File: src/sipmc_pkg.sv
// sipmc_pkg: register map, field layout, timing and types of the
// sensor init and power-mode controller.
// assumes one 25 MHz clock and an AHB-Lite master with 32-bit data.
package sipmc_pkg;
    // ==========================================================
    // register map, byte addresses
    localparam logic [7:0] A_PWR_CFG = 8'h00;
    localparam logic [7:0] A_SNS_EN = 8'h04;
    localparam logic [7:0] A_ACC_SET = 8'h08;
    localparam logic [7:0] A_INIT_CTL = 8'h0c;
    localparam logic [7:0] A_FEAT_IN = 8'h10;
    localparam logic [7:0] A_STATUS = 8'h14;
    localparam logic [7:0] A_TIME = 8'h18;
    localparam logic [7:0] A_PSTATE = 8'h1c;
    localparam logic [7:0] A_FIFO_DAT = 8'h20;
    localparam logic [7:0] A_FIFO_LVL = 8'h24;
    localparam logic [7:0] A_CMD = 8'h28;
    localparam logic [2:0] HSIZE_WORD = 3'h2;
    // ==========================================================
    // field positions
    localparam int B_APS = 0;
    localparam int B_SELFWAKE = 1;
    localparam int B_AUX_EN = 0;
    localparam int B_ACC_EN = 2;
    localparam int B_PERF = 7;
    localparam int B_MSG = 0;
    localparam int B_GAP_ERR = 1;
    // ==========================================================
    // reset values and command codes
    localparam logic R_APS = 1'b1;
    localparam logic R_SELFWAKE = 1'b0;
    localparam logic R_PERF = 1'b1;
    localparam logic R_SNS_EN = 1'b0;
    localparam logic [7:0] R_INIT_CTL = 8'h00;
    localparam logic [7:0] INIT_LOAD = 8'h00;
    localparam logic [7:0] INIT_START = 8'h01;
    localparam logic [7:0] SOFT_RESET_CMD = 8'h5a;
    // ==========================================================
    // timing
    localparam int CLK_NS = 40;
    localparam int SENSOR_TICK_NS = 39250;
    localparam int SENSOR_TICK_CYC = SENSOR_TICK_NS / CLK_NS;
    localparam int INIT_DONE_MS = 140;
    localparam int LP_GAP_US = 450;
    localparam int TIME_W = 24;
    localparam int FEAT_W = 16;
    // ==========================================================
    // types
    typedef enum logic [1:0] {
        PS_CONFIG = 2'h0,
        PS_SUSPEND = 2'h1,
        PS_LOWPOWER = 2'h3,
        PS_PERF = 2'h2
    } sipmc_pstate_t;
    typedef enum logic [1:0] {
        IN_LOAD = 2'h0,
        IN_RUN = 2'h1,
        IN_DONE = 2'h3
    } sipmc_init_t;
    typedef struct packed {
        logic mapped;
        logic write;
        logic [7:0] addr;
    } sipmc_req_t;
    typedef struct packed {
        logic self_wakeup;
        logic adv_power_save;
    } sipmc_pwr_t;
endpackage

File: src/sipmc_top.sv
// sipmc_top: init sequencer, power-mode decode, sensor time and
// sample fifo of the acceleration sensor, behind an AHB-Lite slave.
// assumes the only slave on the bus: hready_i is its own hreadyout.
//
// Chosen here: the AHB-Lite interface to the registers and the register offsets.
module sipmc_top
    import sipmc_pkg::*;
#(
    parameter int unsigned INIT_DONE_CYC = INIT_DONE_MS * 1000000 / CLK_NS,
    parameter int unsigned LP_GAP_CYC = (LP_GAP_US * 1000 + CLK_NS - 1) / CLK_NS,
    parameter int unsigned SAMPLE_DIV_CYC = 1000,
    parameter int unsigned FEAT_DEPTH = 64,
    parameter int unsigned FIFO_DEPTH = 16,
    parameter int unsigned FIFO_WM = 4
)
(
    input wire logic clk_i,
    input wire logic reset_i,
    input wire logic hsel_i,
    input wire logic [31:0] haddr_i,
    input wire logic [1:0] htrans_i,
    input wire logic hwrite_i,
    input wire logic [2:0] hsize_i,
    input wire logic [31:0] hwdata_i,
    input wire logic hready_i,
    output logic [31:0] hrdata_o,
    output logic hreadyout_o,
    output logic hresp_o,
    output sipmc_pstate_t power_state_o,
    output logic init_done_o
);
    localparam int FP_W = $clog2(FEAT_DEPTH);
    localparam int FF_W = $clog2(FIFO_DEPTH);

    sipmc_req_t req_q;
    logic ph_q, hready_q, hresp_q, soft_rst_q, sys_rst;
    logic accept, wr_en, rd_en;
    logic [31:0] hrdata_q, rdata_d;
    sipmc_pwr_t pwr_q;
    logic acc_en_q, aux_en_q, perf_q, lp_cond;
    logic [7:0] init_ctl_q;
    sipmc_init_t init_st_q;
    logic [31:0] init_cnt_q, gap_cnt_q, tick_cnt_q, smp_cnt_q;
    logic msg_q, gap_err_q, smp_tick;
    logic [TIME_W-1:0] time_q;
    logic [FEAT_W-1:0] feat_mem [FEAT_DEPTH];
    logic [FP_W-1:0] feat_ptr_q;
    logic feat_wr, feat_rd;
    sipmc_pstate_t pstate_q;
    logic [FEAT_W-1:0] fifo_mem [FIFO_DEPTH];
    logic [FF_W-1:0] wptr_q, rptr_q;
    logic [FF_W:0] fcnt_q;
    logic push, pop, fifo_rd, fifo_rd_ok, wake_q;

    function automatic logic hit(input sipmc_req_t r, input logic [7:0] a);
        return r.mapped && (r.addr == a);
    endfunction

    function automatic sipmc_pstate_t decode_pstate(input logic aps,
        input logic acc, input logic perf);
        if (acc && perf)
            return PS_PERF;
        else if (!aps)
            return PS_CONFIG;
        else if (!acc)
            return PS_SUSPEND;
        else
            return PS_LOWPOWER;
    endfunction

    // ==========================================================
    // bus slave: one wait state so read data leaves a flop
    assign accept = hsel_i & htrans_i[1] & hready_i;
    assign wr_en = ph_q & req_q.write;
    assign rd_en = ph_q & ~req_q.write;
    assign sys_rst = reset_i | soft_rst_q;

    always_ff @(posedge clk_i)
    begin
        if (reset_i)
        begin
            ph_q <= 1'b0;
            hready_q <= 1'b1;
            hresp_q <= 1'b0;
            req_q <= '0;
        end
        else
        begin
            ph_q <= accept;
            hready_q <= ~accept;
            if (accept)
            begin
                // one register per transfer, words only
                req_q.mapped <= (haddr_i[31:8] == 24'h0)
                    && (hsize_i == HSIZE_WORD);
                req_q.write <= hwrite_i;
                req_q.addr <= haddr_i[7:0];
            end
        end
    end

    always_ff @(posedge clk_i)
    begin
        if (reset_i)
            hrdata_q <= 32'h0;
        else if (rd_en)
            hrdata_q <= rdata_d;
    end

    always_ff @(posedge clk_i)
    begin
        if (reset_i)
            soft_rst_q <= 1'b0;
        else
            soft_rst_q <= wr_en && hit(req_q, A_CMD)
                && (hwdata_i[7:0] == SOFT_RESET_CMD);
    end

    // ==========================================================
    // power configuration and sensor enables, kept across modes
    always_ff @(posedge clk_i)
    begin
        if (sys_rst)
        begin
            pwr_q.adv_power_save <= R_APS;
            pwr_q.self_wakeup <= R_SELFWAKE;
        end
        else if (msg_q == 1'b0 && init_st_q == IN_RUN
            && init_cnt_q == INIT_DONE_CYC - 1)
            pwr_q.adv_power_save <= 1'b0;
        else if (wr_en && hit(req_q, A_PWR_CFG))
        begin
            pwr_q.adv_power_save <= hwdata_i[B_APS];
            pwr_q.self_wakeup <= hwdata_i[B_SELFWAKE];
        end
    end

    always_ff @(posedge clk_i)
    begin
        if (sys_rst)
        begin
            acc_en_q <= R_SNS_EN;
            aux_en_q <= R_SNS_EN;
        end
        else if (wr_en && hit(req_q, A_SNS_EN))
        begin
            // enables live apart from the mode selection
            acc_en_q <= hwdata_i[B_ACC_EN];
            aux_en_q <= hwdata_i[B_AUX_EN];
        end
    end

    always_ff @(posedge clk_i)
    begin
        if (sys_rst)
            perf_q <= R_PERF;
        else if (wr_en && hit(req_q, A_ACC_SET))
            perf_q <= hwdata_i[B_PERF];
    end

    // mode changes touch no register and no fifo entry
    always_ff @(posedge clk_i)
    begin
        if (sys_rst)
            pstate_q <= PS_SUSPEND;
        else
            pstate_q <= decode_pstate(pwr_q.adv_power_save, acc_en_q,
                perf_q);
    end
    assign lp_cond = pwr_q.adv_power_save & ~perf_q & acc_en_q;

    // ==========================================================
    // init sequencer: load image, then one feature enable
    always_ff @(posedge clk_i)
    begin
        if (sys_rst)
            init_ctl_q <= R_INIT_CTL;
        else if (wr_en && hit(req_q, A_INIT_CTL))
            init_ctl_q <= hwdata_i[7:0];
    end

    always_ff @(posedge clk_i)
    begin
        if (sys_rst)
        begin
            init_st_q <= IN_LOAD;
            init_cnt_q <= 32'h0;
            msg_q <= 1'b0;
        end
        else
        begin
            case (init_st_q)
                IN_LOAD:
                begin
                    if (wr_en && hit(req_q, A_INIT_CTL)
                        && hwdata_i[7:0] == INIT_START)
                        init_st_q <= IN_RUN;
                end
                IN_RUN:
                begin
                    // result posted a fixed time after enable
                    if (init_cnt_q == INIT_DONE_CYC - 1)
                    begin
                        init_st_q <= IN_DONE;
                        msg_q <= 1'b1;
                    end
                    else
                        init_cnt_q <= init_cnt_q + 32'h1;
                end
                IN_DONE:
                    init_st_q <= IN_DONE; // later enables ignored
                default:
                    init_st_q <= IN_LOAD;
            endcase
        end
    end

    // image upload and read-back, 16 bits (an even byte count) per
    // transfer; the pointer rewinds on every init control write
    assign feat_wr = wr_en && hit(req_q, A_FEAT_IN)
        && init_st_q == IN_LOAD && init_ctl_q == INIT_LOAD;
    assign feat_rd = rd_en && hit(req_q, A_FEAT_IN);

    always_ff @(posedge clk_i)
    begin
        if (sys_rst)
            feat_ptr_q <= '0;
        else if (wr_en && hit(req_q, A_INIT_CTL))
            feat_ptr_q <= '0;
        else if (feat_wr || feat_rd)
            feat_ptr_q <= feat_ptr_q + 1'b1;
    end

    always_ff @(posedge clk_i)
    begin
        if (feat_wr)
            feat_mem[feat_ptr_q] <= hwdata_i[FEAT_W-1:0];
    end

    // ==========================================================
    // sensor time and low-power write spacing monitor
    always_ff @(posedge clk_i)
    begin
        if (sys_rst)
        begin
            tick_cnt_q <= 32'h0;
            time_q <= '0;
        end
        else if (tick_cnt_q == 32'(SENSOR_TICK_CYC - 1))
        begin
            tick_cnt_q <= 32'h0;
            time_q <= time_q + 1'b1;
        end
        else
            tick_cnt_q <= tick_cnt_q + 32'h1;
    end

    // the host owns the spacing; the block only flags a short gap
    always_ff @(posedge clk_i)
    begin
        if (sys_rst)
        begin
            gap_cnt_q <= LP_GAP_CYC;
            gap_err_q <= 1'b0;
        end
        else
        begin
            if (wr_en)
                gap_cnt_q <= 32'h0;
            else if (gap_cnt_q < LP_GAP_CYC)
                gap_cnt_q <= gap_cnt_q + 32'h1;
            // set wins over a clear in the same cycle
            if (wr_en && pstate_q == PS_LOWPOWER
                && gap_cnt_q < LP_GAP_CYC)
                gap_err_q <= 1'b1;
            else if (wr_en && hit(req_q, A_STATUS) && hwdata_i[B_GAP_ERR])
                gap_err_q <= 1'b0;
        end
    end

    // ==========================================================
    // sample fifo: logs in performance and low power
    assign smp_tick = (smp_cnt_q == SAMPLE_DIV_CYC - 1);
    assign push = smp_tick && (pstate_q == PS_PERF
        || pstate_q == PS_LOWPOWER)
        && fcnt_q != (FF_W + 1)'(FIFO_DEPTH);
    assign fifo_rd = rd_en && hit(req_q, A_FIFO_DAT);
    // in low power only a self-wakeup watermark opens the fifo
    assign fifo_rd_ok = (pstate_q != PS_LOWPOWER) || wake_q;
    assign pop = fifo_rd && fifo_rd_ok && fcnt_q != '0;

    always_ff @(posedge clk_i)
    begin
        if (sys_rst || smp_tick)
            smp_cnt_q <= 32'h0;
        else
            smp_cnt_q <= smp_cnt_q + 32'h1;
    end

    always_ff @(posedge clk_i)
    begin
        if (sys_rst)
        begin
            wptr_q <= '0;
            rptr_q <= '0;
            fcnt_q <= '0;
        end
        else
        begin
            if (push)
                wptr_q <= wptr_q + 1'b1;
            if (pop)
                rptr_q <= rptr_q + 1'b1;
            if (push && !pop)
                fcnt_q <= fcnt_q + 1'b1;
            else if (pop && !push)
                fcnt_q <= fcnt_q - 1'b1;
        end
    end

    always_ff @(posedge clk_i)
    begin
        if (push)
            fifo_mem[wptr_q] <= time_q[FEAT_W-1:0];
    end

    // window stays open until the read-out drains the fifo
    always_ff @(posedge clk_i)
    begin
        if (sys_rst)
            wake_q <= 1'b0;
        else if (pstate_q == PS_LOWPOWER && pwr_q.self_wakeup
            && fcnt_q >= (FF_W + 1)'(FIFO_WM))
            wake_q <= 1'b1;
        else if (pop && fcnt_q == (FF_W + 1)'(1) && !push)
            wake_q <= 1'b0;
    end

    // ==========================================================
    // read data; unmapped addresses read zero
    always_comb
    begin
        rdata_d = 32'h0;
        if (hit(req_q, A_PWR_CFG))
        begin
            rdata_d[B_APS] = pwr_q.adv_power_save;
            rdata_d[B_SELFWAKE] = pwr_q.self_wakeup;
        end
        else if (hit(req_q, A_SNS_EN))
        begin
            rdata_d[B_ACC_EN] = acc_en_q;
            rdata_d[B_AUX_EN] = aux_en_q;
        end
        else if (hit(req_q, A_ACC_SET))
            rdata_d[B_PERF] = perf_q;
        else if (hit(req_q, A_INIT_CTL))
            rdata_d[7:0] = init_ctl_q;
        else if (hit(req_q, A_FEAT_IN))
            rdata_d[FEAT_W-1:0] = feat_mem[feat_ptr_q];
        else if (hit(req_q, A_STATUS))
        begin
            rdata_d[B_MSG] = msg_q;
            rdata_d[B_GAP_ERR] = gap_err_q;
        end
        else if (hit(req_q, A_TIME))
            rdata_d[TIME_W-1:0] = time_q;
        else if (hit(req_q, A_PSTATE))
            rdata_d[1:0] = pstate_q;
        else if (hit(req_q, A_FIFO_DAT) && pop)
            rdata_d[FEAT_W-1:0] = fifo_mem[rptr_q];
        else if (hit(req_q, A_FIFO_LVL))
            rdata_d[FF_W:0] = fcnt_q;
    end

    assign hrdata_o = hrdata_q;
    assign hreadyout_o = hready_q;
    assign hresp_o = hresp_q;
    assign power_state_o = pstate_q;
    assign init_done_o = msg_q;
endmodule

File: config.mk
export PLATFORM = sky130hd
export DESIGN_NAME = sipmc_top
export DESIGN_NICKNAME = d
export VERILOG_FILES = /design/src/sipmc_pkg.sv /design/src/sipmc_top.sv
export SDC_FILE = /design/constraint.sdc
export NUM_CORES = 2
export LEC_CHECK = 0
export BUFFER_PORTS_ARGS = -buffer_cell sky130_fd_sc_hd__buf_2
export CAP_MARGIN = 10
export CORE_UTILIZATION = 62
export CTS_CLUSTER_SIZE = 20
export DETAILED_ROUTE_END_ITERATION = 6
export PLACE_DENSITY_LB_ADDON = 0.12
export SLEW_MARGIN = 20
export SYNTH_ARGS = -nofsm -noshare
export SYNTH_HDL_FRONTEND = slang
export SYNTH_SLANG_ARGS = --single-unit
File: constraint.sdc
create_clock -name clk_i -period 4 [get_ports clk_i]
set_input_delay 0.8 -clock clk_i [delete_from_list [all_inputs] [get_ports clk_i]]
set_output_delay 0.8 -clock clk_i [all_outputs]
set_load 0.02 [all_outputs]
Word-level counts from Yosys, hierarchy flattened
Memory sizes are Yosys's and may differ from the RTL's. A register that Yosys moved wholly into a read port is not among the register bits.
Index checks and enable logic that the tools add are counted.
- multiplexer cells: 57
- add/sub/neg operators: 10
- reduce and logical (&&, ||, !) cells: 65
- bitwise operators: 10
- $lt $le $gt $ge: 2
- eq/ne operators: 25
- operator list (operator ; number):
    16-bit two-way mux ; 10
    22-bit two-way mux ; 7
    32-bit by 1-bit adder with 32-bit output (second input constant) ; 4
    32-bit by 10-bit equality test with 1-bit output (second input constant) ; 2
    1-bit logical AND ; 42
    14-bit two-way mux ; 3
    32-bit by 22-bit equality test with 1-bit output (second input constant) ; 1
    8-bit by 5-bit equality test with 1-bit output (second input constant) ; 4
    32-bit by 14-bit less-than comparator with 1-bit output (second input constant) ; 1
    24-bit by 1-bit adder with 24-bit output (second input constant) ; 1
    8-bit by 6-bit equality test with 1-bit output (second input constant) ; 3
    24-bit logical NOT ; 1
    8-bit two-way mux ; 3
    21-bit two-way mux ; 1
    5-bit two-way mux ; 4
    8-bit by 4-bit equality test with 1-bit output (second input constant) ; 2
    8-bit logical NOT ; 2
    2-bit two-way mux ; 8
    1-bit two-way mux ; 14
    6-bit two-way mux ; 2
    11-bit two-way mux ; 1
    2-bit nonzero test ; 5
    4-bit by 1-bit adder with 4-bit output (second input constant) ; 2
    8-bit by 1-bit equality test with 1-bit output (second input constant) ; 1
    other kinds (25) ; 45
- word-level logic and storage cells: 199
- register bits after elaboration: 228
- bits of input ports: 74
- bits in writable memories: 1280
- memories: 2
- output and inout port bits: 37
- memories (name ; depth ; bits a word ; read ports ; clocked after Yosys merged registers in ; wr ports ; RTL line ; source):
    feat_mem ; 64 ; 16 ; 1 ; 1 ; 1 ; sipmc_top.sv:46 ; logic [FEAT_W-1:0] feat_mem [FEAT_DEPTH];
    fifo_mem ; 16 ; 16 ; 1 ; 1 ; 1 ; sipmc_top.sv:50 ; logic [FEAT_W-1:0] fifo_mem [FIFO_DEPTH];

Depth between registers and ports, before layout
- word-level depth: 26
- depth in mapped cells: 12
- depth with buffers taken out: 10

Worst setup path after synthesis
No wires, ideal clock.
- path type: reg2reg
- start: register smp_cnt_q[9]
- end: memory fifo_mem[5][0], enable pin
- path buffers: 1
- setup time: 0.409 ns
- period minus slack after synthesis: 3.044 ns
- required time: 3.591 ns
- stages on the path, launching flop included: 7
- slack: 0.956 ns
- arrival time: 2.635 ns
- cell sequence: dfxtp_1 nor4b_1 nand3_1 nor4_1 clkbuf_1 nand2_1 nor3_1
- cells in the longest elaborated chain, start to end: 5
- RTL lines (item ; RTL line ; source):
    from (decl) ; sipmc_top.sv:43 ; logic [31:0] init_cnt_q, gap_cnt_q, tick_cnt_q, smp_cnt_q;
    from (signal assigned) ; sipmc_top.sv:297 ; smp_cnt_q <= smp_cnt_q + 32'h1;
    32-bit by 10-bit equality test with 1-bit output ; sipmc_top.sv:283 ; assign smp_tick = (smp_cnt_q == SAMPLE_DIV_CYC - 1);
    1-bit logical AND ; sipmc_top.sv:284 ; assign push = smp_tick && (pstate_q == PS_PERF
    1-bit logical AND ; sipmc_top.sv:286 ; && fcnt_q != (FF_W + 1)'(FIFO_DEPTH);
    named net push ; sipmc_top.sv:53 ; logic push, pop, fifo_rd, fifo_rd_ok, wake_q;
    1-bit two-way mux ; sipmc_top.sv:323 ; if (push)
    1-bit two-way mux (not written as such) ; sipmc_top.sv:324 ; fifo_mem[wptr_q] <= time_q[FEAT_W-1:0];
    to (decl) ; sipmc_top.sv:50 ;
The timed path passes the listed nets, and every way through them passes these cells.

==> metrics <==
status=completed; Post-synth EDFFs=1,280; CP max FO=30; Critical Path End Type=flop; setup ws final=0.633 ns; Ys Warns=0; RD Place Congestion=0.895; HP Class=primary input to flop; final WL=146 mm; dominant cell type by area after synthesis=edfxtp_1; pwr dens=461 nW/um2; final setup violation count=0; critical path type=flop to flop; all-layer global routing usage=0.302; initial antenna violation count=8; Core Area=95,300 um2; register bit count reported by yosys=1,518; fin util=0.706; CP startpoint kind=flop; max_cap viols=0; die area=97,800 um2; Final period util=0.842; leakage=0.0212 uW; reg2reg path depth=7; Initial DRT Pass Iterations=6; grt ovf=0; vias in the first global route=33,068; Req. time, crit path=4.62 ns; Seq/Total Area, Yosys=0.721; clk slew on worst S/H paths=0.06 ns; main flop type after synthesis=edfxtp_1; DR vias/cell=6.66; post-synth top area share=0.642; measured slew at the worst slew-check pin=1.12 ns; clock latency on the worst-skew pair=0.76 ns; synthesized area=59,900 um2; Rows=113; final number of max-transition violations=0; Post-CTS Setup Inserts=0; DP Worst Slack=0.716 ns; final setup TNS=0 ns; Resize count post-CTS=0; FF-to-FF setup slack=0.63 ns; CTS tree=built; vias post-DR=33,448; Die W=313 um; I/O pin cnt=111; CTS Root Cell=clkbuf_16; Mean Syn Cell Area=17.6 um2; clock sink count=1,518; Critical Path AT=3.99 ns; die height=313 um; share of layout cells above drive strength 1=0.216; DRT antenna net count=0; P&R area growth vs syn=12.4%; CTS Buffer Depth=3; H-tree Lvls=4; hold_buf cts=0; synth unique cells=74; initial DRC count=4,778; # nets final=3,721; highest achievable clock rate=297 MHz; Tmin final=3.37 ns; Final Hold Vio Count=0; total CTS buffers=151; Max-slew headroom=0.255; Async SR Flop Fraction=0; DRC=0; post-synthesis cell count=3,399; largest net degree at the start of global routing=68; WHS Path Cells=2; worst vdd ir=384 uV; dpl hpwl=90.3 mm; first-pass GRT wire length=214 mm; Clock Skew=0.0322 ns; Avg WL per Cell=29.1 um; worst hold slack=0.276 ns; port buffer count=84; Synth area leaders=edfxtp_1 64%, mux4_2 12%, dfxtp_1 8.0%, mux2i_1 2.6%, nor2_1 1.5%; initial core utilization=0.628; unrepaired setup endpoints after global routing=no
## final timing paths
path	to	startpoint
max	hrdata_o[5]	flop
min	req_q[7]	haddr_i[7]
max reg2reg	hrdata_o[5]	flop
min reg2reg	hrdata_o[23]	hrdata_o[23]
## Yosys cell counts, types with 57 or more instances
library cell,instances
a22oi_1,57
mux4_2,307
nor2_1,240
clkbuf_1,85
nand3_1,101
nand4_1,65
dfxtp_1,238
edfxtp_1,1280
nand2_1,135
a21oi_1,59
xor2_1,91
mux2i_1,153
## sequential cells by signal, summed over array words and instances (netlist names), 5 cells and up, named ones only
signal,flops
time_q,24
smp_cnt_q,32
init_ctl_q,8
gap_cnt_q,32
feat_mem,1024
hrdata_o,24
req_q,10
fifo_mem,256
feat_ptr_q,6
fcnt_q,5
init_cnt_q,32
tick_cnt_q,32
## worst max-delay path: stages, from the launching register on
cell and delay (ns):
dfxtp_4 0.80, buf_4 0.43, mux4_2 0.58, mux4_2 0.51, mux2i_1 0.49, nor3_1 0.13
nor3_1 0.18, o21ai_1 0.08
## power breakdown
part	switching, uW	internal [uW]	leakage (uW)	total [uW]
registers	12.1	17100	0.0135	17100
logic	293	59.4	0.00541	353
clock network	5800	7790	0.00235	13600
total	6110	24900	0.0212	31000
## routing by layer
layer | wire (um) | up-vias | track usage
li1 | - | 14031 | -
met1 | 57700 | 17212 | 0.438
met2 | 68500 | 1920 | 0.462
met3 | 15200 | 279 | 0.0635
met4 | 4930 | 6 | 0.107
met5 | 32 | - | 0
## area by class of cell
class | count | area (um2)
Fill cell | 5905 | 28000
Inverter | 40 | 150
Clock buffer | 210 | 4270
Timing Repair Buffer | 251 | 1920
Tap cell | 1265 | 1580
Multi-Input combinational cell | 1668 | 15700
Antenna cell | 4 | 10.0
Sequential cell | 1518 | 43200
Clock inverter | 66 | 498
## cells by family after synthesis
group,count (synthesis),share of synthesized area
xor+xnor,128,0.0187
mux,462,0.141
buf+inv,221,0.0188
fa+ha+maj,17,0.00355
other cells,1,0.0000626
simple gates,786,0.0658
compound gates,266,0.0302
flops,1518,0.721
## layout by cell type, fill, tap and decap left out, drive strengths merged, types with 25 or more instances in the layout
| cell | synthesis | layout |
|---|---|---|
| mux2i | 153 | 153 |
| mux4 | 307 | 307 |
| nand2 | 135 | 135 |
| edfxtp | 1280 | 1280 |
| dfxtp | 238 | 238 |
| a22oi | 57 | 57 |
| xor2 | 91 | 91 |
| nor4 | 35 | 35 |
| inv | 37 | 41 |
| nor3 | 36 | 36 |
| a21oi | 59 | 59 |
| and2 | 25 | 25 |
| and3 | 47 | 47 |
| clkinv | 3 | 59 |
| nand3 | 101 | 101 |
| clkbuf | 85 | 210 |
| nand4 | 65 | 65 |
| o21ai | 51 | 51 |
| xnor2 | 37 | 37 |
| buf | 96 | 251 |
| nor2 | 240 | 240 |
## through the flow
step,cells,power [uW],cell area (um2)
after CTS,5016,31200,67200
after detailed placement,4740,17800,62500
after global routing,5020,31800,67300
after floorplan,3407,17500,59900
final,5022,31000,67300
after global placement,4740,17700,62500
Power figures use the tool's default switching activity.
